===== config.mk =====
export PLATFORM = sky130hd
export DESIGN_NAME = uef_regs
export DESIGN_NICKNAME = d
export VERILOG_FILES = /design/src/uef_pkg.sv /design/src/uef_regs.sv /design/src/uef_ep0_ctrl.sv
export SDC_FILE = /design/constraint.sdc
export NUM_CORES = 1
export LEC_CHECK = 0
export ABC_AREA = 1
export BUFFER_PORTS_ARGS = -buffer_cell sky130_fd_sc_hd__buf_4
export CORE_MARGIN = 2
export CORE_UTILIZATION = 46
export DETAILED_ROUTE_END_ITERATION = 8
export HOLD_SLACK_MARGIN = 0.02
export PLACE_DENSITY = 0.76
export SYNTH_ARGS = -nofsm -noshare
export SYNTH_HDL_FRONTEND = slang
export SYNTH_SLANG_ARGS = --single-unit

===== constraint.sdc =====
create_clock -name sys_clk -period 2.6 [get_ports sys_clk]
set_input_delay 0.26 -clock sys_clk [delete_from_list [all_inputs] [get_ports sys_clk]]
set_output_delay 0.26 -clock sys_clk [all_outputs]
set_load 0.03 [all_outputs]

===== src/uef_pkg.sv =====
// Behaviour
// - enable bits gate resume and suspend interrupts
// - frame low register shows frame bits 7:0
// - frame high register shows frame bits 10:8
// - select field chooses visible endpoint registers
// - each endpoint owns registers, one set mapped
// - per-endpoint in size limit, 8-byte units
// - writing bit 7 clears early-end flag
// - writing bit 6 clears receive-waiting flag
// - bit 5 requests stall, clears after sending
// - early control end sets flag, interrupts, flushes
// - stall-done flag sets, stays until cleared
// - transmit-loaded bit cleared after send, interrupts
// - receive flag sets on packet, interrupts
// - read-only count of received endpoint-0 bytes
// - reading endpoint status clears its flags
// - start-of-frame sets flag, captures frame number
package uef_pkg;

	// register byte addresses; printed offsets are not all multiples of four
	localparam logic [7:0] IDX_FRAME_LOW    = 8'h0c;
	localparam logic [7:0] IDX_FRAME_HIGH   = 8'h0d;
	localparam logic [7:0] IDX_EP_SELECT    = 8'h0e;
	localparam logic [7:0] IDX_IN_SIZE      = 8'h10;
	localparam logic [7:0] IDX_EP0_CTRL     = 8'h11;
	localparam logic [7:0] IDX_EP0_TALLY    = 8'h16;
	localparam logic [7:0] IDX_EVENT_ENABLE = 8'h0b;
	localparam logic [7:0] IDX_EP_STATUS    = 8'h02;
	localparam logic [7:0] IDX_COMMON_STAT  = 8'h06;

	// control register bit positions
	localparam int BIT_EARLY_ACK  = 7;
	localparam int BIT_RX_RELEASE = 6;
	localparam int BIT_STALL_REQ  = 5;
	localparam int BIT_EARLY_END  = 4;
	localparam int BIT_LAST_PKT   = 3;
	localparam int BIT_STALL_DONE = 2;
	localparam int BIT_TX_LOADED  = 1;
	localparam int BIT_RX_WAITING = 0;
	// common interrupt bits
	localparam int BIT_EV_SUSPEND = 0;
	localparam int BIT_EV_RESUME  = 1;
	localparam int BIT_EV_SOF     = 3;

	localparam logic [7:0] RST_EVENT_ENABLE = 8'h06;
	localparam logic [7:0] RST_BYTE         = 8'h00;
	localparam int         NUM_IN_EP        = 3;

	// link-side events from the transaction engine
	typedef struct packed {
		logic        sof;
		logic [10:0] frame;
		logic        rx_done;
		logic [7:0]  rx_count;
		logic        tx_done;
		logic        stall_sent;
		logic        ctrl_end;
		logic        suspend;
		logic        resume;
	} uef_link_ev_t;

	// requests back to the transaction engine
	typedef struct packed {
		logic stall_req;
		logic tx_loaded;
		logic last_pkt;
		logic fifo_flush;
	} uef_link_req_t;

	// register decode: byte address matches index
	function automatic logic uef_hit(input logic [7:0] a, input logic [7:0] idx);
		return a == idx;
	endfunction : uef_hit

endpackage : uef_pkg


===== src/uef_regs.sv =====
// Chosen here: the Avalon-MM interface to the registers.
`timescale 1ns/1ps
`default_nettype none
module uef_regs
	import uef_pkg::*;
(
	// clock and reset
	input  wire logic          sys_clk,
	input  wire logic          sys_rst,
	// avalon-mm slave
	input  wire logic [7:0]    avs_address,
	input  wire logic          avs_read,
	input  wire logic          avs_write,
	input  wire logic [31:0]   avs_writedata,
	input  wire logic [3:0]    avs_byteenable,
	output logic [31:0]   avs_readdata,
	output logic          avs_waitrequest,
	// link side
	input  wire uef_link_ev_t  link_ev,
	output uef_link_req_t link_req,
	output logic [3:0]    ep_select,
	output logic [7:0]    in_size_limit,
	output logic [1:0]    bus_event_irq
);
	logic [10:0] frame_q;
	logic [3:0]  ep_select_q;
	logic [7:0]  in_size_q [NUM_IN_EP+1];
	logic [7:0]  event_enable_q;
	logic        ep0_stat_q;
	logic        sof_stat_q;
	logic        ack_q;
	logic [7:0]  rd_d;
	logic [7:0]  ctrl_rd;
	logic        ep0_irq;
	logic        req;
	logic        wr_go;
	logic        rd_go;
	logic        wr_lane;

	// size limits exist for endpoints 1 to NUM_IN_EP only; aliased selects must not reach them
	function automatic logic size_sel_ok(input logic [3:0] s);
		return s != 4'h0 && s <= 4'(NUM_IN_EP);
	endfunction : size_sel_ok

	// one wait cycle: request answered on the second edge
	assign req     = (avs_read || avs_write) && !ack_q;
	// writes commit on the edge where waitrequest is already low, never earlier
	assign wr_go   = avs_write && ack_q;
	assign rd_go   = avs_read && !ack_q;
	assign wr_lane = avs_byteenable[0];

	always_ff @(posedge sys_clk or posedge sys_rst)
		if (sys_rst)
			ack_q <= 1'b0;
		else
			ack_q <= req;

	always_ff @(posedge sys_clk or posedge sys_rst)
		if (sys_rst)
			avs_waitrequest <= 1'b1;
		else
			avs_waitrequest <= !req;

	// endpoint 0 control and status
	uef_ep0_ctrl u_ep0 (
		.sys_clk (sys_clk),
		.sys_rst (sys_rst),
		.wr_ctrl (wr_go && wr_lane && uef_hit(avs_address, IDX_EP0_CTRL)
			&& ep_select_q == 4'h0),
		.wdata   (avs_writedata[7:0]),
		.ev      (link_ev),
		.ctrl_rd (ctrl_rd),
		.ep0_irq (ep0_irq)
	);

	// frame number kept until the next start of frame
	always_ff @(posedge sys_clk or posedge sys_rst)
		if (sys_rst)
			frame_q <= 11'h000;
		else if (link_ev.sof)
			frame_q <= link_ev.frame;

	// endpoint select
	always_ff @(posedge sys_clk or posedge sys_rst)
		if (sys_rst)
			ep_select_q <= 4'h0;
		else if (wr_go && wr_lane && uef_hit(avs_address, IDX_EP_SELECT))
			ep_select_q <= avs_writedata[3:0];

	// per-endpoint size limits; endpoint 0 has none
	always_ff @(posedge sys_clk or posedge sys_rst)
		if (sys_rst)
		begin
			for (int i = 0; i <= NUM_IN_EP; i++)
				in_size_q[i] <= RST_BYTE;
		end
		else if (wr_go && wr_lane && uef_hit(avs_address, IDX_IN_SIZE)
			&& size_sel_ok(ep_select_q))
			in_size_q[ep_select_q[1:0]] <= avs_writedata[7:0];

	// common event enable
	always_ff @(posedge sys_clk or posedge sys_rst)
		if (sys_rst)
			event_enable_q <= RST_EVENT_ENABLE;
		else if (wr_go && wr_lane && uef_hit(avs_address, IDX_EVENT_ENABLE))
			event_enable_q <= {3'b000, avs_writedata[4:0]};

	// endpoint status flag: set wins over the read clear
	always_ff @(posedge sys_clk or posedge sys_rst)
		if (sys_rst)
			ep0_stat_q <= 1'b0;
		else if (ep0_irq)
			ep0_stat_q <= 1'b1;
		else if (rd_go && uef_hit(avs_address, IDX_EP_STATUS))
			ep0_stat_q <= 1'b0;

	// start-of-frame flag, cleared on read of common status
	always_ff @(posedge sys_clk or posedge sys_rst)
		if (sys_rst)
			sof_stat_q <= 1'b0;
		else if (link_ev.sof)
			sof_stat_q <= 1'b1;
		else if (rd_go && uef_hit(avs_address, IDX_COMMON_STAT))
			sof_stat_q <= 1'b0;

	// gated suspend and resume interrupt outputs
	always_ff @(posedge sys_clk or posedge sys_rst)
		if (sys_rst)
			bus_event_irq <= 2'b00;
		else
			bus_event_irq <= {link_ev.resume && event_enable_q[BIT_EV_RESUME],
				link_ev.suspend && event_enable_q[BIT_EV_SUSPEND]};

	// read mux; read-only registers have no write path
	always_comb
	begin
		rd_d = 8'h00;
		case (avs_address)
			IDX_FRAME_LOW:    rd_d = frame_q[7:0];
			IDX_FRAME_HIGH:   rd_d = {5'h00, frame_q[10:8]};
			IDX_EP_SELECT:    rd_d = {4'h0, ep_select_q};
			IDX_IN_SIZE:      rd_d = size_sel_ok(ep_select_q)
				? in_size_q[ep_select_q[1:0]] : 8'h00;
			IDX_EP0_CTRL:     rd_d = (ep_select_q == 4'h0) ? ctrl_rd : 8'h00;
			IDX_EP0_TALLY:    rd_d = link_ev.rx_count;
			IDX_EVENT_ENABLE: rd_d = event_enable_q;
			IDX_EP_STATUS:    rd_d = {7'h00, ep0_stat_q};
			IDX_COMMON_STAT:  rd_d = {4'h0, sof_stat_q, 3'b000};
			default:          rd_d = 8'h00;
		endcase
	end

	always_ff @(posedge sys_clk or posedge sys_rst)
		if (sys_rst)
			avs_readdata <= 32'h0000_0000;
		else if (rd_go)
			avs_readdata <= {24'h000000, rd_d};

	// link-facing requests
	always_ff @(posedge sys_clk or posedge sys_rst)
		if (sys_rst)
			link_req <= '0;
		else
		begin
			link_req.stall_req  <= ctrl_rd[BIT_STALL_REQ];
			link_req.tx_loaded  <= ctrl_rd[BIT_TX_LOADED];
			link_req.last_pkt   <= ctrl_rd[BIT_LAST_PKT];
			link_req.fifo_flush <= link_ev.ctrl_end && !ctrl_rd[BIT_LAST_PKT];
		end

	always_ff @(posedge sys_clk or posedge sys_rst)
		if (sys_rst)
			ep_select <= 4'h0;
		else
			ep_select <= ep_select_q;

	always_ff @(posedge sys_clk or posedge sys_rst)
		if (sys_rst)
			in_size_limit <= RST_BYTE;
		else
			in_size_limit <= size_sel_ok(ep_select_q)
				? in_size_q[ep_select_q[1:0]] : RST_BYTE;

endmodule : uef_regs
`default_nettype wire


===== src/uef_ep0_ctrl.sv =====
`timescale 1ns/1ps
`default_nettype none
module uef_ep0_ctrl
	import uef_pkg::*;
(
	// clock and reset
	input  wire logic          sys_clk,
	input  wire logic          sys_rst,
	// software write strobe for the control register
	input  wire logic          wr_ctrl,
	input  wire logic [7:0]    wdata,
	// link events
	input  wire uef_link_ev_t  ev,
	// state
	output logic [7:0]    ctrl_rd,
	output logic          ep0_irq
);
	logic early_end_q;
	logic last_pkt_q;
	logic stall_done_q;
	logic tx_loaded_q;
	logic rx_waiting_q;
	logic stall_req_q;

	// early control end: hardware set beats software clear
	always_ff @(posedge sys_clk or posedge sys_rst)
		if (sys_rst)
			early_end_q <= 1'b0;
		else if (ev.ctrl_end && !last_pkt_q)
			early_end_q <= 1'b1;
		else if (wr_ctrl && wdata[BIT_EARLY_ACK])
			early_end_q <= 1'b0;

	// receive waiting: set on packet, cleared by release bit only
	always_ff @(posedge sys_clk or posedge sys_rst)
		if (sys_rst)
			rx_waiting_q <= 1'b0;
		else if (ev.rx_done)
			rx_waiting_q <= 1'b1;
		else if (wr_ctrl && wdata[BIT_RX_RELEASE])
			rx_waiting_q <= 1'b0;

	// stall request held until the handshake leaves
	always_ff @(posedge sys_clk or posedge sys_rst)
		if (sys_rst)
			stall_req_q <= 1'b0;
		else if (ev.stall_sent)
			stall_req_q <= 1'b0;
		else if (wr_ctrl && wdata[BIT_STALL_REQ])
			stall_req_q <= 1'b1;

	// stall done: sticky, software writes zero to clear
	always_ff @(posedge sys_clk or posedge sys_rst)
		if (sys_rst)
			stall_done_q <= 1'b0;
		else if (ev.stall_sent)
			stall_done_q <= 1'b1;
		else if (wr_ctrl && !wdata[BIT_STALL_DONE])
			stall_done_q <= 1'b0;

	// last packet: software sets, cleared at end of control transfer
	always_ff @(posedge sys_clk or posedge sys_rst)
		if (sys_rst)
			last_pkt_q <= 1'b0;
		else if (wr_ctrl && wdata[BIT_LAST_PKT])
			last_pkt_q <= 1'b1;
		else if (ev.ctrl_end)
			last_pkt_q <= 1'b0;

	// transmit loaded: software sets, cleared after transmission
	always_ff @(posedge sys_clk or posedge sys_rst)
		if (sys_rst)
			tx_loaded_q <= 1'b0;
		else if (ev.tx_done || ev.stall_sent)
			tx_loaded_q <= 1'b0;
		else if (wr_ctrl && wdata[BIT_TX_LOADED])
			tx_loaded_q <= 1'b1;

	// endpoint 0 interrupt event pulse
	always_ff @(posedge sys_clk or posedge sys_rst)
		if (sys_rst)
			ep0_irq <= 1'b0;
		else
			ep0_irq <= (ev.ctrl_end && !last_pkt_q) || ev.rx_done
				|| (ev.tx_done && tx_loaded_q);

	// self-clearing bits 7 and 6 always read zero
	assign ctrl_rd = {2'b00, stall_req_q, early_end_q, last_pkt_q,
		stall_done_q, tx_loaded_q, rx_waiting_q};

endmodule : uef_ep0_ctrl
`default_nettype wire


==> impl_metrics.xml <==
<?xml version="1.0" encoding="UTF-8"?>
<metrics>
  <group name="sta">
    <metric name="hold_viol" unit="">0</metric>
    <metric name="final_clock_period_utilization_by_the_worst_path" unit="%">67.2</metric>
    <metric name="clock.fmax" unit="MHz">572</metric>
    <metric name="worst_margin_slew" unit="ps">654</metric>
    <metric name="drv_slew" unit="">0</metric>
    <metric name="clock_skew" unit="ps">9.05</metric>
    <metric name="worst_slew_margin_rel" unit="%">56.2</metric>
    <metric name="setup_violations" unit="">0</metric>
    <metric name="timing.final.ws_setup" unit="ps">853</metric>
    <metric name="setup-tns-final" unit="ps">0</metric>
    <metric name="post_layout_minimum_cycle_time" unit="ps">1750</metric>
    <metric name="rsz0062_at_grt" unit="">false</metric>
  </group>
  <group name="clocking">
    <metric name="cts_max_path_buffers" unit="">2</metric>
    <metric name="cts_made_buffers" unit="">9</metric>
    <metric name="tritoncts" unit="">built</metric>
    <metric name="clock_sinks" unit="">83</metric>
    <metric name="clock_tree.root_cell" unit="">clkbuf_8</metric>
    <metric name="clkLatencyLatePin" unit="ps">350</metric>
    <metric name="cts_setup_buffers" unit="">0</metric>
    <metric name="cts.reportedPaths.clkPinSlew" unit="ps">90</metric>
    <metric name="htree_levels" unit="">3</metric>
  </group>
  <group name="power">
    <metric name="total_power" unit="µW">2500</metric>
    <metric name="leakage" unit="µW">0.00258</metric>
    <metric name="peakVddDrop" unit="V">0.000268</metric>
    <metric name="power-per-cell-area" unit="mW/mm²">525</metric>
  </group>
  <group name="route">
    <metric name="detailedRoute.firstPassIterationCount" unit="">5</metric>
    <metric name="post_route_ant_nets" unit="">0</metric>
    <metric name="vias" unit="">3226</metric>
    <metric name="post_drt_via_cell_ratio" unit="">4.88</metric>
    <metric name="postRouteWirelength" unit="mm">9.13</metric>
    <metric name="dr_wl_cell" unit="µm">13.8</metric>
    <metric name="detailedRoute.firstIterationViolations" unit="">210</metric>
    <metric name="drt_drc_violations_left" unit="">0</metric>
  </group>
  <group name="placement">
    <metric name="dp_hpwl" unit="mm">6.81</metric>
    <metric name="dp_cells" unit="">645</metric>
    <metric name="port_buffers" unit="">73</metric>
    <metric name="placement.setup.worst_slack" unit="ps">885</metric>
    <metric name="finalWeightedCongestion" unit="">0.898</metric>
  </group>
  <group name="global_routing">
    <metric name="groute.layer.met1.usage" unit="%">27.4</metric>
    <metric name="number_of_global_route_vias_before_repair" unit="">3053</metric>
    <metric name="tot_gr_track_use" unit="%">20.0</metric>
    <metric name="grt_first_pass_wirelength" unit="mm">15.0</metric>
    <metric name="grt_use_met2" unit="%">31.7</metric>
    <metric name="met3_usage" unit="%">4.17</metric>
    <metric name="grt_start_max_net_pins" unit="">32</metric>
    <metric name="global_route_layer_with_the_greatest_usage" unit="">met2</metric>
    <metric name="grt_remaining_overflow" unit="">0</metric>
    <metric name="grt_antenna_before_repair" unit="">0</metric>
  </group>
  <group name="floorplan">
    <metric name="core_area" unit="mm²">0.00859</metric>
    <metric name="io_pins" unit="">125</metric>
    <metric name="fp.dieW" unit="µm">97.3</metric>
    <metric name="floorplan.initialDensity" unit="%">46.6</metric>
    <metric name="fp.dieH" unit="µm">97.3</metric>
    <metric name="die-area" unit="mm²">0.00948</metric>
    <metric name="num_rows" unit="">34</metric>
  </group>
  <group name="setup_path">
    <metric name="timing.critical_path.to_type" unit="">register</metric>
    <metric name="setup.reg_to_reg.worst_slack" unit="ps">850</metric>
    <metric name="worst-endpoint-arrival" unit="ps">2000</metric>
    <metric name="critical_path_class" unit="">register to register</metric>
    <metric name="rr_worst_depth" unit="">11</metric>
    <metric name="r2r-start" unit="">ep_select_q[0]</metric>
    <metric name="crit_path_max_incr_delay" unit="ps">530</metric>
    <metric name="worst_setup_path_start_kind" unit="">register</metric>
    <metric name="timing.critical_path.slowest_stage_cell" unit="">dfrtp_1</metric>
    <metric name="cp_common_cell" unit="">nand2_1</metric>
    <metric name="crit_path_cell_trace" unit="">inv_2 &gt; nor2_1 &gt; nand2_1 &gt; nand2_1 &gt; inv_1 &gt; nand2_1 &gt; nor2_1 &gt; nor2_1 &gt; nand2_1 &gt; nand2_1 &gt; nand2_1</metric>
    <metric name="worst_r2r_endpoint" unit="">avs_readdata[2]</metric>
    <metric name="crit_required" unit="ps">2850</metric>
    <metric name="cp_max_fo" unit="">7</metric>
  </group>
  <group name="yosys">
    <metric name="gate_count_after_technology_mapping" unit="">469</metric>
    <metric name="dominantRegCellSynth" unit="">dfrtp_1</metric>
    <metric name="compound_cell_area_share_of_the_yosys_netlist" unit="%">9.93</metric>
    <metric name="yosysWarnings" unit="">0</metric>
    <metric name="simple_gate_area_share_of_the_yosys_netlist" unit="%">25.7</metric>
    <metric name="dominant_combinational_cell_family_by_area_after_synthesis" unit="">simple AND/OR/NAND/NOR gates</metric>
    <metric name="yosys_register_bits" unit="">83</metric>
    <metric name="netlist_top_cells_area" unit="">dfrtp_1 50%, nand2_1 11%, nor2_1 5.3%</metric>
    <metric name="muxShareOfSynthArea" unit="%">1.12</metric>
    <metric name="post-synth-top-area-cell" unit="">dfrtp_1</metric>
    <metric name="synth-async-reset-ratio" unit="%">100</metric>
    <metric name="yosys.cell_types.count" unit="">35</metric>
    <metric name="synth_largest_type_area_fraction" unit="%">50.0</metric>
    <metric name="syn_std_cell_area" unit="mm²">0.00401</metric>
    <metric name="synth_enable_flop_cells" unit="">0</metric>
    <metric name="synth_xor_xnor_area_share" unit="%">0</metric>
    <metric name="yosys.area_share.adder" unit="%">0</metric>
    <metric name="synth_sequential_area_ratio" unit="%">51.9</metric>
    <metric name="synthesis.area_per_instance" unit="µm²">8.54</metric>
  </group>
  <group name="layout">
    <metric name="most-common-layout-cells" unit="">115 x nand2_1, 80 x dfrtp_1, 77 x buf_4</metric>
    <metric name="drive_above_1_share" unit="%">24.8</metric>
    <metric name="final_cells" unit="">661</metric>
    <metric name="final_util" unit="%">55.5</metric>
    <metric name="area_growth_syn_to_layout" unit="%">19.0</metric>
    <metric name="diodes" unit="">0</metric>
    <metric name="most_common_library_cell_in_the_layout_ignoring_fill_and_taps" unit="">nand2_1</metric>
    <metric name="fin_nets" unit="">623</metric>
    <metric name="fill_cell_count" unit="">799</metric>
  </group>
  <group name="hold_path">
    <metric name="worst_hold_startpoint" unit="">link_ev[0]</metric>
    <metric name="hold_path_end" unit="">bus_event_irq[1]</metric>
    <metric name="hp-class" unit="">input pin to register</metric>
    <metric name="worstHoldPathCells" unit="">3</metric>
  </group>
  <group name="run">
    <metric name="drv.max_cap_violation_count" unit="">0</metric>
  </group>
  <group name="run_status">
    <metric name="outcome" unit="">finished, final reports clean</metric>
  </group>
</metrics>
[worst max-delay path, delay by kind of cell, from the launching register on]
| family | cells | cell delay [ps] |
|---|---|---|
| buf+inv | 2 | 160 |
| flops | 1 | 530 |
| simple gates | 9 | 940 |
[how the worst max path moves through the flow]
stage | start | endpoint | slack, ps
finish | ep_select_q[0] | avs_readdata[2] | 850
global route | ep_select_q[0] | avs_readdata[2] | 710
CTS | ep_select_q[0] | avs_readdata[2] | 860
detailed placement | ep_select_q[0] | avs_readdata[2] | 880
global placement | avs_address[6] | avs_readdata[4] | 920
floorplan | sys_rst | ack_q | 210
[state kept, by name, summed over array words and instances (netlist names), 2 cells and up]
name            cells
avs_readdata        8
bus_event_irq       2
ep_select           4
ep_select_q         4
event_enable_q      5
frame_q            11
in_size_limit       8
in_size_q          26
link_req            4
[per-stage QoR]
step           hold slack, ps  instance area (µm²)
5_1_grt                  87.3                 4770
4_1_cts                  76.2                 4770
6_report                 85.4                 4770
3_5_place_dp              319                 4570
2_1_floorplan             354                 4090
3_3_place_gp              313                 4570
[cells in the mapped netlist, types with 3 or more instances]
| cell type | n |
|---|---|
| buf_4 | 25 |
| buf_6 | 3 |
| clkbuf_1 | 4 |
| dfrtp_1 | 80 |
| dfstp_2 | 3 |
| inv_1 | 52 |
| inv_2 | 4 |
| mux2_2 | 4 |
| nand2_1 | 115 |
| nand2_2 | 4 |
| nand3_1 | 31 |
| nor2_1 | 57 |
| nor2_2 | 4 |
| o21ai_0 | 29 |
| o21ai_1 | 11 |
| o21ai_2 | 16 |
| o22ai_1 | 3 |
[layout make-up]
class | instances | area, µm² | share of cell area [%]
clock buffer | 9 | 124 | 2.60
clock inverter | 6 | 65.1 | 1.36
inverter | 57 | 215 | 4.51
multi-input combinational | 320 | 1560 | 32.8
sequential | 83 | 2080 | 43.6
tap | 108 | 135 | 2.83
timing repair buffer | 78 | 588 | 12.3
[cells by family (layout without fill, tap and decap cells)]
family	count (synthesis)	in the layout
simple gates	228	228
buf+inv	89	150
flops	83	83
compound gates	64	64
mux	4	4
other cells	1	24
[layer usage]
layer,routed length [µm],vias to the layer above
li1,-,1594
met1,4100,1508
met2,4340,113
met3,558,11
met4,136,0
met5,0,-
[where the power goes]
part / leakage (µW) / internal (µW) / switching [µW] / total, µW
registers: 0.00109 / 1320 / 13.0 / 1330
clock network: 0.0000955 / 440 / 468 / 908
logic: 0.00140 / 85.0 / 179 / 264
[timing repair]
item	4_1_cts	5_1_grt
hold buffers	1	0
resized for setup	0	0
hold endpoints to repair	26	0
Power figures use the tool's default switching activity.
